### config.mk
export PLATFORM = sky130hd
export DESIGN_NAME = rx_data_handling
export DESIGN_NICKNAME = d
export VERILOG_FILES = /design/src/rx_buffer_pkg.sv /design/src/rx_buffer_if.sv /design/src/rx_buffer_store.sv /design/src/rx_data_handling.sv
export SDC_FILE = /design/constraint.sdc
export NUM_CORES = 1
export LEC_CHECK = 0
export ABC_AREA = 1
export BUFFER_PORTS_ARGS = -buffer_cell sky130_fd_sc_hd__clkbuf_2
export CAP_MARGIN = 20
export CORE_AREA = 3 3 219 221
export CTS_CLUSTER_DIAMETER = 150
export DETAILED_ROUTE_END_ITERATION = 7
export DIE_AREA = 0 0 222 224
export PLACE_DENSITY = 0.78
export SLEW_MARGIN = 20
export SYNTH_ARGS = -nofsm -noshare
export SYNTH_HDL_FRONTEND = slang
export SYNTH_SLANG_ARGS = --single-unit
### constraint.sdc
create_clock -name clk_sys -period 3.6 [get_ports clk_sys]
set_clock_uncertainty 0.1 [all_clocks]
set_input_delay 0 -clock clk_sys [delete_from_list [all_inputs] [get_ports clk_sys]]
set_output_delay 0 -clock clk_sys [all_outputs]
set_load 0.03 [all_outputs]
### src/rx_buffer_pkg.sv
// Shared register map, field positions and reset values of the receive buffer block.
`default_nettype none
package rx_buffer_pkg;
    localparam logic [6:0] ADDR_STATUS1 = 7'h03;
    localparam logic [6:0] ADDR_STATUS2 = 7'h04;
    localparam logic [6:0] ADDR_ENABLE1 = 7'h05;
    localparam logic [6:0] ADDR_ENABLE2 = 7'h06;
    localparam logic [6:0] ADDR_FUNC_CTRL2 = 7'h08;
    localparam logic [6:0] ADDR_MOD_CTRL2 = 7'h71;
    localparam logic [6:0] ADDR_LEVEL_CTRL = 7'h7e;
    localparam logic [6:0] ADDR_ACCESS = 7'h7f;
    localparam int BIT_PTR_CLEAR = 1;
    localparam int BIT_ALMOST_FULL = 4;
    localparam int BIT_PREAMBLE = 6;
    localparam int BIT_SYNC = 7;
    localparam int BIT_SPI_WRITE = 7;
    localparam int DTMOD_LSB = 4;
    localparam logic [1:0] DTMOD_BUFFERED = 2'h2;
    localparam logic [7:0] FUNC_CTRL2_RESET = 8'h00;
    localparam logic [7:0] FUNC_CTRL2_MASK = 8'h16;
    localparam logic [7:0] LEVEL_CTRL_RESET = 8'h37;
    localparam logic [7:0] LEVEL_CTRL_MASK = 8'h3f;
    localparam logic [7:0] MOD_CTRL2_RESET = 8'h20;
    localparam logic [7:0] ENABLE_RESET = 8'h00;
    localparam int BUF_DEPTH = 64;
    localparam int LEVEL_W = 6;
    localparam int SYNC_W = 16;
endpackage : rx_buffer_pkg
`default_nettype wire

### src/rx_buffer_if.sv
// Connection between the receive controller and its byte store.
`timescale 1ns/100ps
`default_nettype none
interface rx_buffer_if #(parameter int DEPTH = 64);
    logic wr_valid;
    logic [7:0] wr_data;
    logic rd_pop;
    logic [7:0] rd_data;
    logic ptr_clear;
    logic [$clog2(DEPTH):0] count;
    modport ctrl (output wr_valid, output wr_data, output rd_pop, output ptr_clear, input rd_data, input count);
    modport store (input wr_valid, input wr_data, input rd_pop, input ptr_clear, output rd_data, output count);
endinterface : rx_buffer_if
`default_nettype wire

### src/rx_buffer_store.sv
// Byte store of the receive buffer with read and write pointers.
`timescale 1ns/100ps
`default_nettype none
module rx_buffer_store #(
    parameter int DEPTH = 64
) (
    input wire logic clk_sys,
    input wire logic rst,
    rx_buffer_if.store bus
);
    localparam int AW = $clog2(DEPTH);
    logic [7:0] mem [DEPTH];
    logic [AW:0] wr_ptr_ff, rd_ptr_ff, nxt_wr_ptr, nxt_rd_ptr;
    logic [AW:0] count;
    logic do_wr, do_rd;

    assign count = wr_ptr_ff - rd_ptr_ff;
    assign bus.count = count;
    assign bus.rd_data = mem[rd_ptr_ff[AW-1:0]];

    always_comb
    begin
        do_wr = bus.wr_valid && (count != (AW+1)'(DEPTH)) && !bus.ptr_clear;
        do_rd = bus.rd_pop && (count != '0) && !bus.ptr_clear;
        nxt_wr_ptr = wr_ptr_ff + (AW+1)'(do_wr);
        nxt_rd_ptr = rd_ptr_ff + (AW+1)'(do_rd);
        if (bus.ptr_clear)
        begin
            // Only the pointers move; the stored bytes stay as they were.
            nxt_wr_ptr = '0;
            nxt_rd_ptr = '0;
        end
    end

    always_ff @(posedge clk_sys)
    begin
        if (rst)
        begin
            wr_ptr_ff <= '0;
            rd_ptr_ff <= '0;
        end
        else
        begin
            wr_ptr_ff <= nxt_wr_ptr;
            rd_ptr_ff <= nxt_rd_ptr;
        end
    end

    always_ff @(posedge clk_sys)
    begin
        if (do_wr)
        begin
            mem[wr_ptr_ff[AW-1:0]] <= bus.wr_data;
        end
    end

    a_clear_empties: assert property (@(posedge clk_sys) disable iff (rst) bus.ptr_clear |=> count == '0)
        else $error("pointer clear did not empty the buffer");
    a_pop_advances: assert property (@(posedge clk_sys) disable iff (rst)
        bus.rd_pop && !bus.wr_valid && !bus.ptr_clear && count != '0 |=> count == $past(count) - 1'b1)
        else $error("read did not advance the read pointer by one");
    a_empty_holds: assert property (@(posedge clk_sys) disable iff (rst)
        count == '0 && !bus.wr_valid |=> count == '0)
        else $error("read of an empty buffer moved the pointer");
    a_depth_bound: assert property (@(posedge clk_sys) disable iff (rst) count <= (AW+1)'(DEPTH))
        else $error("buffer holds more than its depth");
endmodule : rx_buffer_store
`default_nettype wire

### src/rx_data_handling.sv
// Receive buffer controller: register port, sync qualification, fill level and interrupt pin.
`timescale 1ns/100ps
`default_nettype none
// What this block does
// - Store 64 received payload bytes for host.
// - Burst reads of access address return bytes.
// - One six-bit programmable almost-full level.
// - Reaching the level raises almost-full interrupt.
// - Pointer clear resets pointers, keeps contents.
// - Disabled events set status, no pin.
// - Sync search only after preamble qualified.
// - Write bytes only after preamble and sync.
// - Direct mode bypasses buffer to pins.
module rx_data_handling #(
    parameter int DEPTH = rx_buffer_pkg::BUF_DEPTH,
    parameter logic [rx_buffer_pkg::SYNC_W-1:0] SYNC_WORD = 16'h3c5a
) (
    input wire logic clk_sys,
    input wire logic rst,
    input wire logic spi_sel_n,
    input wire logic spi_sclk,
    input wire logic spi_sdi,
    output logic spi_sdo,
    output logic spi_sdo_oe,
    input wire logic demod_bit,
    input wire logic demod_bit_valid,
    input wire logic preamble_valid,
    output logic interrupt_request_pin_n,
    output logic direct_data_out,
    output logic direct_clk_out
);
    localparam int CW = $clog2(DEPTH) + 1;

    rx_buffer_if #(.DEPTH(DEPTH)) buf_bus ();
    rx_buffer_store #(.DEPTH(DEPTH)) u_store (.clk_sys(clk_sys), .rst(rst), .bus(buf_bus));

    logic sclk_q_ff, nxt_sclk_q, addr_phase_ff, nxt_addr_phase, is_write_ff, nxt_is_write;
    logic [2:0] bit_cnt_ff, nxt_bit_cnt;
    logic [6:0] addr_ff, nxt_addr;
    logic [7:0] shift_ff, nxt_shift, tx_ff, nxt_tx;
    logic sdo_ff, nxt_sdo, sdo_oe_ff, nxt_sdo_oe;
    logic [7:0] func_ctrl2_ff, nxt_func_ctrl2, level_ctrl_ff, nxt_level_ctrl, mod_ctrl2_ff, nxt_mod_ctrl2;
    logic [7:0] enable1_ff, nxt_enable1, enable2_ff, nxt_enable2, status1_ff, nxt_status1, status2_ff, nxt_status2;
    logic pop, clr_status1, clr_status2, load, rise, fall;
    logic reload_ff, nxt_reload;
    logic [7:0] byte_in;
    logic [6:0] load_addr;

    logic [rx_buffer_pkg::SYNC_W-1:0] sync_sr_ff, nxt_sync_sr;
    logic in_frame_ff, nxt_in_frame, pre_q_ff, nxt_pre_q, sync_evt, wr_valid;
    logic [7:0] byte_sr_ff, nxt_byte_sr;
    logic [2:0] byte_cnt_ff, nxt_byte_cnt;
    logic dir_data_ff, nxt_dir_data, dir_clk_ff, nxt_dir_clk;
    logic at_level_ff, at_level, af_evt, irq_n_ff, nxt_irq_n, buffered;

    assign buffered = mod_ctrl2_ff[rx_buffer_pkg::DTMOD_LSB +: 2] == rx_buffer_pkg::DTMOD_BUFFERED;
    assign at_level = buf_bus.count >= CW'(level_ctrl_ff[rx_buffer_pkg::LEVEL_W-1:0]);
    assign af_evt = at_level && !at_level_ff;
    assign buf_bus.ptr_clear = func_ctrl2_ff[rx_buffer_pkg::BIT_PTR_CLEAR];
    assign buf_bus.rd_pop = pop;
    assign buf_bus.wr_valid = wr_valid;
    assign buf_bus.wr_data = {byte_sr_ff[6:0], demod_bit};

    function automatic logic [7:0] read_reg(input logic [6:0] a, input logic [7:0] head);
        logic [7:0] v;
        v = 8'h00;
        case (a)
            rx_buffer_pkg::ADDR_STATUS1: v = status1_ff;
            rx_buffer_pkg::ADDR_STATUS2: v = status2_ff;
            rx_buffer_pkg::ADDR_ENABLE1: v = enable1_ff;
            rx_buffer_pkg::ADDR_ENABLE2: v = enable2_ff;
            rx_buffer_pkg::ADDR_FUNC_CTRL2: v = func_ctrl2_ff;
            rx_buffer_pkg::ADDR_MOD_CTRL2: v = mod_ctrl2_ff;
            rx_buffer_pkg::ADDR_LEVEL_CTRL: v = level_ctrl_ff;
            rx_buffer_pkg::ADDR_ACCESS: v = head;
            default: v = 8'h00;
        endcase
        return v;
    endfunction : read_reg

    // Register port: first byte is direction and address, then data bytes; the access address does not advance.
    always_comb
    begin
        rise = !spi_sel_n && spi_sclk && !sclk_q_ff;
        fall = !spi_sel_n && !spi_sclk && sclk_q_ff;
        byte_in = {shift_ff[6:0], spi_sdi};
        nxt_sclk_q = spi_sclk;
        nxt_shift = shift_ff;
        nxt_bit_cnt = bit_cnt_ff;
        nxt_addr_phase = addr_phase_ff;
        nxt_is_write = is_write_ff;
        nxt_addr = addr_ff;
        nxt_tx = tx_ff;
        nxt_sdo = sdo_ff;
        nxt_sdo_oe = !spi_sel_n;
        nxt_func_ctrl2 = func_ctrl2_ff;
        nxt_level_ctrl = level_ctrl_ff;
        nxt_mod_ctrl2 = mod_ctrl2_ff;
        nxt_enable1 = enable1_ff;
        nxt_enable2 = enable2_ff;
        load = 1'b0;
        load_addr = addr_ff;
        pop = 1'b0;
        nxt_reload = 1'b0;
        if (spi_sel_n)
        begin
            nxt_bit_cnt = 3'h0;
            nxt_addr_phase = 1'b1;
            nxt_sdo = 1'b0;
        end
        else if (rise)
        begin
            nxt_shift = byte_in;
            nxt_bit_cnt = bit_cnt_ff + 3'h1;
            if (bit_cnt_ff == 3'h7)
            begin
                if (addr_phase_ff)
                begin
                    nxt_addr_phase = 1'b0;
                    nxt_is_write = byte_in[rx_buffer_pkg::BIT_SPI_WRITE];
                    nxt_addr = byte_in[6:0];
                    load = !byte_in[rx_buffer_pkg::BIT_SPI_WRITE];
                    load_addr = byte_in[6:0];
                end
                else
                begin
                    if (addr_ff != rx_buffer_pkg::ADDR_ACCESS)
                    begin
                        nxt_addr = addr_ff + 7'h01;
                    end
                    // An access byte leaves the store once its last bit is out; the next head loads a cycle later.
                    pop = !is_write_ff && addr_ff == rx_buffer_pkg::ADDR_ACCESS;
                    nxt_reload = pop;
                    load = !is_write_ff && !pop;
                    load_addr = nxt_addr;
                    if (is_write_ff)
                    begin
                        case (addr_ff)
                            rx_buffer_pkg::ADDR_ENABLE1: nxt_enable1 = byte_in;
                            rx_buffer_pkg::ADDR_ENABLE2: nxt_enable2 = byte_in;
                            rx_buffer_pkg::ADDR_FUNC_CTRL2: nxt_func_ctrl2 = byte_in & rx_buffer_pkg::FUNC_CTRL2_MASK;
                            rx_buffer_pkg::ADDR_MOD_CTRL2: nxt_mod_ctrl2 = byte_in;
                            rx_buffer_pkg::ADDR_LEVEL_CTRL: nxt_level_ctrl = byte_in & rx_buffer_pkg::LEVEL_CTRL_MASK;
                            default: nxt_enable1 = enable1_ff;
                        endcase
                    end
                end
            end
        end
        else if (fall)
        begin
            nxt_sdo = tx_ff[7];
            nxt_tx = {tx_ff[6:0], 1'b0};
        end
        if (reload_ff)
        begin
            load = 1'b1;
            load_addr = rx_buffer_pkg::ADDR_ACCESS;
        end
        if (load)
        begin
            nxt_tx = read_reg(load_addr, buf_bus.rd_data);
        end
        clr_status1 = load && load_addr == rx_buffer_pkg::ADDR_STATUS1;
        clr_status2 = load && load_addr == rx_buffer_pkg::ADDR_STATUS2;
    end

    always_ff @(posedge clk_sys)
    begin
        if (rst)
        begin
            sclk_q_ff <= 1'b0;
            shift_ff <= 8'h00;
            bit_cnt_ff <= 3'h0;
            addr_phase_ff <= 1'b1;
            is_write_ff <= 1'b0;
            addr_ff <= 7'h00;
            tx_ff <= 8'h00;
            sdo_ff <= 1'b0;
            sdo_oe_ff <= 1'b0;
            reload_ff <= 1'b0;
            func_ctrl2_ff <= rx_buffer_pkg::FUNC_CTRL2_RESET;
            level_ctrl_ff <= rx_buffer_pkg::LEVEL_CTRL_RESET;
            mod_ctrl2_ff <= rx_buffer_pkg::MOD_CTRL2_RESET;
            enable1_ff <= rx_buffer_pkg::ENABLE_RESET;
            enable2_ff <= rx_buffer_pkg::ENABLE_RESET;
        end
        else
        begin
            sclk_q_ff <= nxt_sclk_q;
            shift_ff <= nxt_shift;
            bit_cnt_ff <= nxt_bit_cnt;
            addr_phase_ff <= nxt_addr_phase;
            is_write_ff <= nxt_is_write;
            addr_ff <= nxt_addr;
            tx_ff <= nxt_tx;
            sdo_ff <= nxt_sdo;
            sdo_oe_ff <= nxt_sdo_oe;
            reload_ff <= nxt_reload;
            func_ctrl2_ff <= nxt_func_ctrl2;
            level_ctrl_ff <= nxt_level_ctrl;
            mod_ctrl2_ff <= nxt_mod_ctrl2;
            enable1_ff <= nxt_enable1;
            enable2_ff <= nxt_enable2;
        end
    end

    // Modem side: sync matching waits for a qualified preamble, then bytes are packed into the store.
    always_comb
    begin
        nxt_pre_q = preamble_valid;
        nxt_sync_sr = sync_sr_ff;
        nxt_in_frame = in_frame_ff;
        nxt_byte_sr = byte_sr_ff;
        nxt_byte_cnt = byte_cnt_ff;
        nxt_dir_data = dir_data_ff;
        nxt_dir_clk = 1'b0;
        sync_evt = 1'b0;
        wr_valid = 1'b0;
        if (!buffered && demod_bit_valid)
        begin
            nxt_dir_data = demod_bit;
            nxt_dir_clk = 1'b1;
        end
        if (!preamble_valid)
        begin
            nxt_sync_sr = '0;
            nxt_in_frame = 1'b0;
            nxt_byte_cnt = 3'h0;
        end
        else if (demod_bit_valid && !in_frame_ff)
        begin
            nxt_sync_sr = {sync_sr_ff[rx_buffer_pkg::SYNC_W-2:0], demod_bit};
            if (nxt_sync_sr == SYNC_WORD)
            begin
                nxt_in_frame = 1'b1;
                sync_evt = 1'b1;
                nxt_byte_cnt = 3'h0;
            end
        end
        else if (demod_bit_valid)
        begin
            nxt_byte_sr = {byte_sr_ff[6:0], demod_bit};
            nxt_byte_cnt = byte_cnt_ff + 3'h1;
            wr_valid = byte_cnt_ff == 3'h7 && buffered;
        end
    end

    always_ff @(posedge clk_sys)
    begin
        if (rst)
        begin
            pre_q_ff <= 1'b0;
            sync_sr_ff <= '0;
            in_frame_ff <= 1'b0;
            byte_sr_ff <= 8'h00;
            byte_cnt_ff <= 3'h0;
            dir_data_ff <= 1'b0;
            dir_clk_ff <= 1'b0;
        end
        else
        begin
            pre_q_ff <= nxt_pre_q;
            sync_sr_ff <= nxt_sync_sr;
            in_frame_ff <= nxt_in_frame;
            byte_sr_ff <= nxt_byte_sr;
            byte_cnt_ff <= nxt_byte_cnt;
            dir_data_ff <= nxt_dir_data;
            dir_clk_ff <= nxt_dir_clk;
        end
    end

    // Status bits: a new event in the cycle of a clearing read wins over the clear.
    always_comb
    begin
        nxt_status1 = clr_status1 ? 8'h00 : status1_ff;
        nxt_status2 = clr_status2 ? 8'h00 : status2_ff;
        nxt_status1[rx_buffer_pkg::BIT_ALMOST_FULL] = nxt_status1[rx_buffer_pkg::BIT_ALMOST_FULL] | af_evt;
        nxt_status2[rx_buffer_pkg::BIT_SYNC] = nxt_status2[rx_buffer_pkg::BIT_SYNC] | sync_evt;
        nxt_status2[rx_buffer_pkg::BIT_PREAMBLE] = nxt_status2[rx_buffer_pkg::BIT_PREAMBLE] | (preamble_valid && !pre_q_ff);
        nxt_irq_n = !(|(status1_ff & enable1_ff) || |(status2_ff & enable2_ff));
    end

    always_ff @(posedge clk_sys)
    begin
        if (rst)
        begin
            status1_ff <= 8'h00;
            status2_ff <= 8'h00;
            at_level_ff <= 1'b0;
            irq_n_ff <= 1'b1;
        end
        else
        begin
            status1_ff <= nxt_status1;
            status2_ff <= nxt_status2;
            at_level_ff <= at_level;
            irq_n_ff <= nxt_irq_n;
        end
    end

    assign spi_sdo = sdo_ff;
    assign spi_sdo_oe = sdo_oe_ff;
    assign interrupt_request_pin_n = irq_n_ff;
    assign direct_data_out = dir_data_ff;
    assign direct_clk_out = dir_clk_ff;

    a_masked_quiet: assert property (@(posedge clk_sys) disable iff (rst)
        (status1_ff & enable1_ff) == 8'h00 && (status2_ff & enable2_ff) == 8'h00 |=> interrupt_request_pin_n)
        else $error("interrupt pin asserted with no enabled event");
    a_af_raises_pin: assert property (@(posedge clk_sys) disable iff (rst)
        af_evt && enable1_ff[rx_buffer_pkg::BIT_ALMOST_FULL] && $stable(enable1_ff) ##1 $stable(enable1_ff)
        |=> !interrupt_request_pin_n)
        else $error("almost-full event did not reach the interrupt pin");
    a_af_sets_status: assert property (@(posedge clk_sys) disable iff (rst)
        af_evt |=> status1_ff[rx_buffer_pkg::BIT_ALMOST_FULL])
        else $error("almost-full status not set");
    a_write_in_frame: assert property (@(posedge clk_sys) disable iff (rst) wr_valid |-> in_frame_ff && preamble_valid)
        else $error("byte written before preamble and sync");
    a_direct_bypass: assert property (@(posedge clk_sys) disable iff (rst) !buffered |-> !wr_valid)
        else $error("direct mode wrote into the buffer");
    a_sync_gated: assert property (@(posedge clk_sys) disable iff (rst) !preamble_valid |=> sync_sr_ff == '0 && !in_frame_ff)
        else $error("sync search ran without a preamble");
    a_access_pops: assert property (@(posedge clk_sys) disable iff (rst)
        load && load_addr == rx_buffer_pkg::ADDR_ACCESS && buf_bus.count != '0 |=> tx_ff == $past(buf_bus.rd_data))
        else $error("access read did not return the buffer head");
    a_level_event: assert property (@(posedge clk_sys) disable iff (rst)
        $stable(level_ctrl_ff) && buf_bus.count == CW'(level_ctrl_ff[rx_buffer_pkg::LEVEL_W-1:0])
        && $past(buf_bus.count) < buf_bus.count |-> af_evt)
        else $error("level reached without event");
endmodule : rx_data_handling
`default_nettype wire

==> metrics <==
status finished, final reports clean; crit-path max FO 8; DP Area 0.02735 mm2; core area approximately 0.046 mm2; area grow syn2layout 12.65%; Worst Hold Path Cells 3; Final Cell Area about 0.030 mm2; kind of critical path reg -> reg; CP cell instances inv_1 -> ha_1 -> fa_1 -> o21ai_2 -> a21o_1 -> a21oi_1 -> xor2_1 -> nand3_1 -> nand2_2 -> nor2_4 -> nand2_1 -> buf_4 -> nor2_1 -> buf_4; area fraction in compound gates after synthesis 0.04631; top cells by area, synth edfxtp_1, nand2_1, dfxtp_1; # fillers 3376; nets@finish around 2600; # diodes 0; P_leak roughly 11 nW; endpoint class of the critical path register; routability cong. 0.9289; total power 14.40 mW; Die X-Extent ~220 um; root buffer cell clkbuf_16; Mapped Nets roughly 2600; met1 GRT Util 0.3689; row cnt 79; die area ~0.050 mm2; #FFs+latches synth about 620; vias per cell around 6; Register Area 0.01765 mm2; crit path buf inv count 3; initial antenna violation count 1; critical path startpoint category register; R2R depth 14; WP data arrival approximately 3700 ps; final period utilization 0.9736; gr busiest metal met2; Adder-Cell Fraction of Synth Area 0.01216; reg2reg start u_store.wr_ptr_ff[0]; sequential element share of the synthesized area 0.6688; Max-Cap Viols 0; area share of xor/xnor cells in the synthesized design 0.002993; Die Y ~220 um; top cell type's share of synthesized area 0.5837; combinational family with the most area after synthesis simple AND/OR/NAND/NOR gates; initial core utilization 0.5682; VDD IR max 0.4094 mV; layout cells sized above 1 0.1025; Multi-input gate area about 0.008 mm2; Total Routed Length 67580 um; CP Data Required Time 3830 ps; leading cell type in the layout, fill and taps excluded nand2_1; cts bufs inserted 60; Post-Syn Area per Cell about 10 um2; IO Pins 13; biggest area consumer among synthesized cells edfxtp_1; hold crit path type in -> reg; YS warnings 0; pin count of the biggest net entering global routing 178; dpl hpwl 40120 um; via count 19360; Slowest Stage Delay on Critical Path approximately 430 ps; Crit path max-delay family simple AND/OR/NAND/NOR gates; Synth cell types 41; P per Cell Area 485.3 mW/mm2; Reg clk slew, reported paths roughly 60 ps; GRT Total Usage 0.2664; htree depth 2; reg2reg end u_store.mem[22][0]; worst-case clock buffer depth 3; number of global-route vias before repair 18370; Max Fclk around 0.29 GHz; most frequent cells in the layout nand2_1, edfxtp_1, nand3_1, nor2_1, dfxtp_1; CTS tree yes; simple logic cell fraction of the synthesized area 0.2342; Post-Syn Area around 0.026 mm2; Hold Crit Start spi_sel_n; CTS sink cnt approximately 620; Overflow after GRT 0; first-pass GRT wire length between 100000 and 150000 um; Pre-antenna DRT Iters 6; Final Hold Vio Count 0; proportion of synthesized area in mux cells 0; latest clock arrival within the worst-skew pair a little over 600 ps; setup slack, reg-to-reg 90 ps; Crit path depth 14; wire length per cell roughly 21 um; GR Layer Usage met2 0.4220; Slew Limit Headroom 0.3230; max-slew violation count 0; met3 Usage GRT 0.04731; Tmin final 3505 ps; slowest stage cell on the critical path dfxtp_1; # DRC 0; Routed Antenna Nets 0; Initial DRC Count around 2500; Top cell by count, worst path buf_4; Hold Path End spi_sdo_oe; Syn Inst Count 2541; final setup violation count 0; port bufs 12; Worst Tran Pin Value ~1000 ps
[sequential cells by signal (all words and copies together), names as in the netlist, 6 cells and up]
register and count:
addr_ff 7, byte_sr_ff 7, enable1_ff 8, enable2_ff 8, level_ctrl_ff 6, mod_ctrl2_ff 8
shift_ff 7, sync_sr_ff 15, tx_ff 8, u_store.mem 512, u_store.rd_ptr_ff 7, u_store.wr_ptr_ff 7
[report_power, final]
part | switching [mW] | leakage, nW | internal, mW
clock | 2.70 | 0.992 | 3.86
sequential | 0.0147 | 6.70 | 7.72
combinational | 0.0812 | 3.77 | 0.0259
total | 2.80 | 11.5 | 11.6
[worst max-delay path by stage]
stage | start | end
after global routing | u_store.wr_ptr_ff[0] | u_store.wr_ptr_ff[6]
after CTS | u_store.wr_ptr_ff[0] | u_store.mem[21][3]
final | u_store.wr_ptr_ff[0] | u_store.mem[22][0]
after detailed placement | u_store.wr_ptr_ff[0] | u_store.mem[4][2]
after floorplan | u_store.rd_ptr_ff[2] | u_store.mem[10][0]
after global placement | u_store.wr_ptr_ff[0] | u_store.mem[63][2]
[worst reg2reg max path: cells and delay by family (launching register included)]
| family | cells | cell delay [ps] |
|---|---|---|
| AO/OA/AOI/OAI | 3 | 440 |
| XOR/XNOR | 1 | 170 |
| adder cells (fa/ha/maj) | 2 | 660 |
| buffers and inverters | 3 | 590 |
| flip-flops | 1 | 430 |
| AND/OR/NAND/NOR | 5 | 830 |
[synthesized netlist by cell type (all sizes together)]
master,instances
nand2,742
edfxtp,512
nand3,427
nor2,227
dfxtp,112
inv,104
o21ai,97
a21oi,92
buf,63
clkbuf,63
ha,24
a211oi,18
nor3,10
o211ai,10
nand4,8
xnor2,7
nor4,6
clkinv,3
o21a,3
a21boi,2
a31oi,2
nand3b,2
or2,2
xor2,2
a21o,1
fa,1
o22ai,1
[per-layer routing]
| layer | part of all wire | up-vias |
|---|---|---|
| li1 | - | 8872 |
| met1 | 0.39 | 9132 |
| met2 | 0.46 | 1169 |
| met3 | 0.11 | 186 |
| met4 | 0.040 | 0 |
| met5 | 0 | - |
[logic make-up (layout without fill, tap and decap cells)]
| logic type | Yosys count | after routing |
|---|---|---|
| AO/OA/AOI/OAI | 226 | 226 |
| XOR/XNOR | 9 | 9 |
| buffers and inverters | 233 | 327 |
| adder cells (fa/ha/maj) | 25 | 25 |
| flip-flops | 624 | 624 |
| AND/OR/NAND/NOR | 1424 | 1424 |
[area by class of cell]
cell class                      count  share of cell area
Tap cell                          607             0.02560
Sequential cell                   624              0.5949
Inverter                          107             0.01379
Timing Repair Buffer              107             0.02897
Clock inverter                     44             0.01678
Clock buffer                       69             0.05317
Multi-Input combinational cell   1684              0.2668
[stage by stage]
| step | utilization | setup slack, ps | hold slack (ps) | cells | setup TNS [ps] |
|---|---|---|---|---|---|
| floorplan | - | 209.0 | -1.131 | 2541 | 0 |
| global placement | 0.5899 | -34.82 | 182.6 | 3119 | -336.9 |
| detailed placement | 0.5899 | -113.1 | 184.5 | 3119 | -7602 |
| CTS | 0.6379 | -141.6 | 79.43 | 3240 | -10500 |
| global route | 0.6401 | -36.93 | 143.7 | 3242 | -304.9 |
| finish | 0.6401 | 94.96 | 103.9 | 3242 | 0 |
[timing repair]
action | CTS | global route
pin swaps | 0 | 0
gates cloned | 0 | 1
buffers inserted | 0 | 1
endpoints found under the setup margin | 208 | 495
endpoints found under the hold margin | 89 | 0
resized for setup | 23 | 15
hold buffers | 8 | 0
Note: power is estimated with default switching activity, not from simulation.
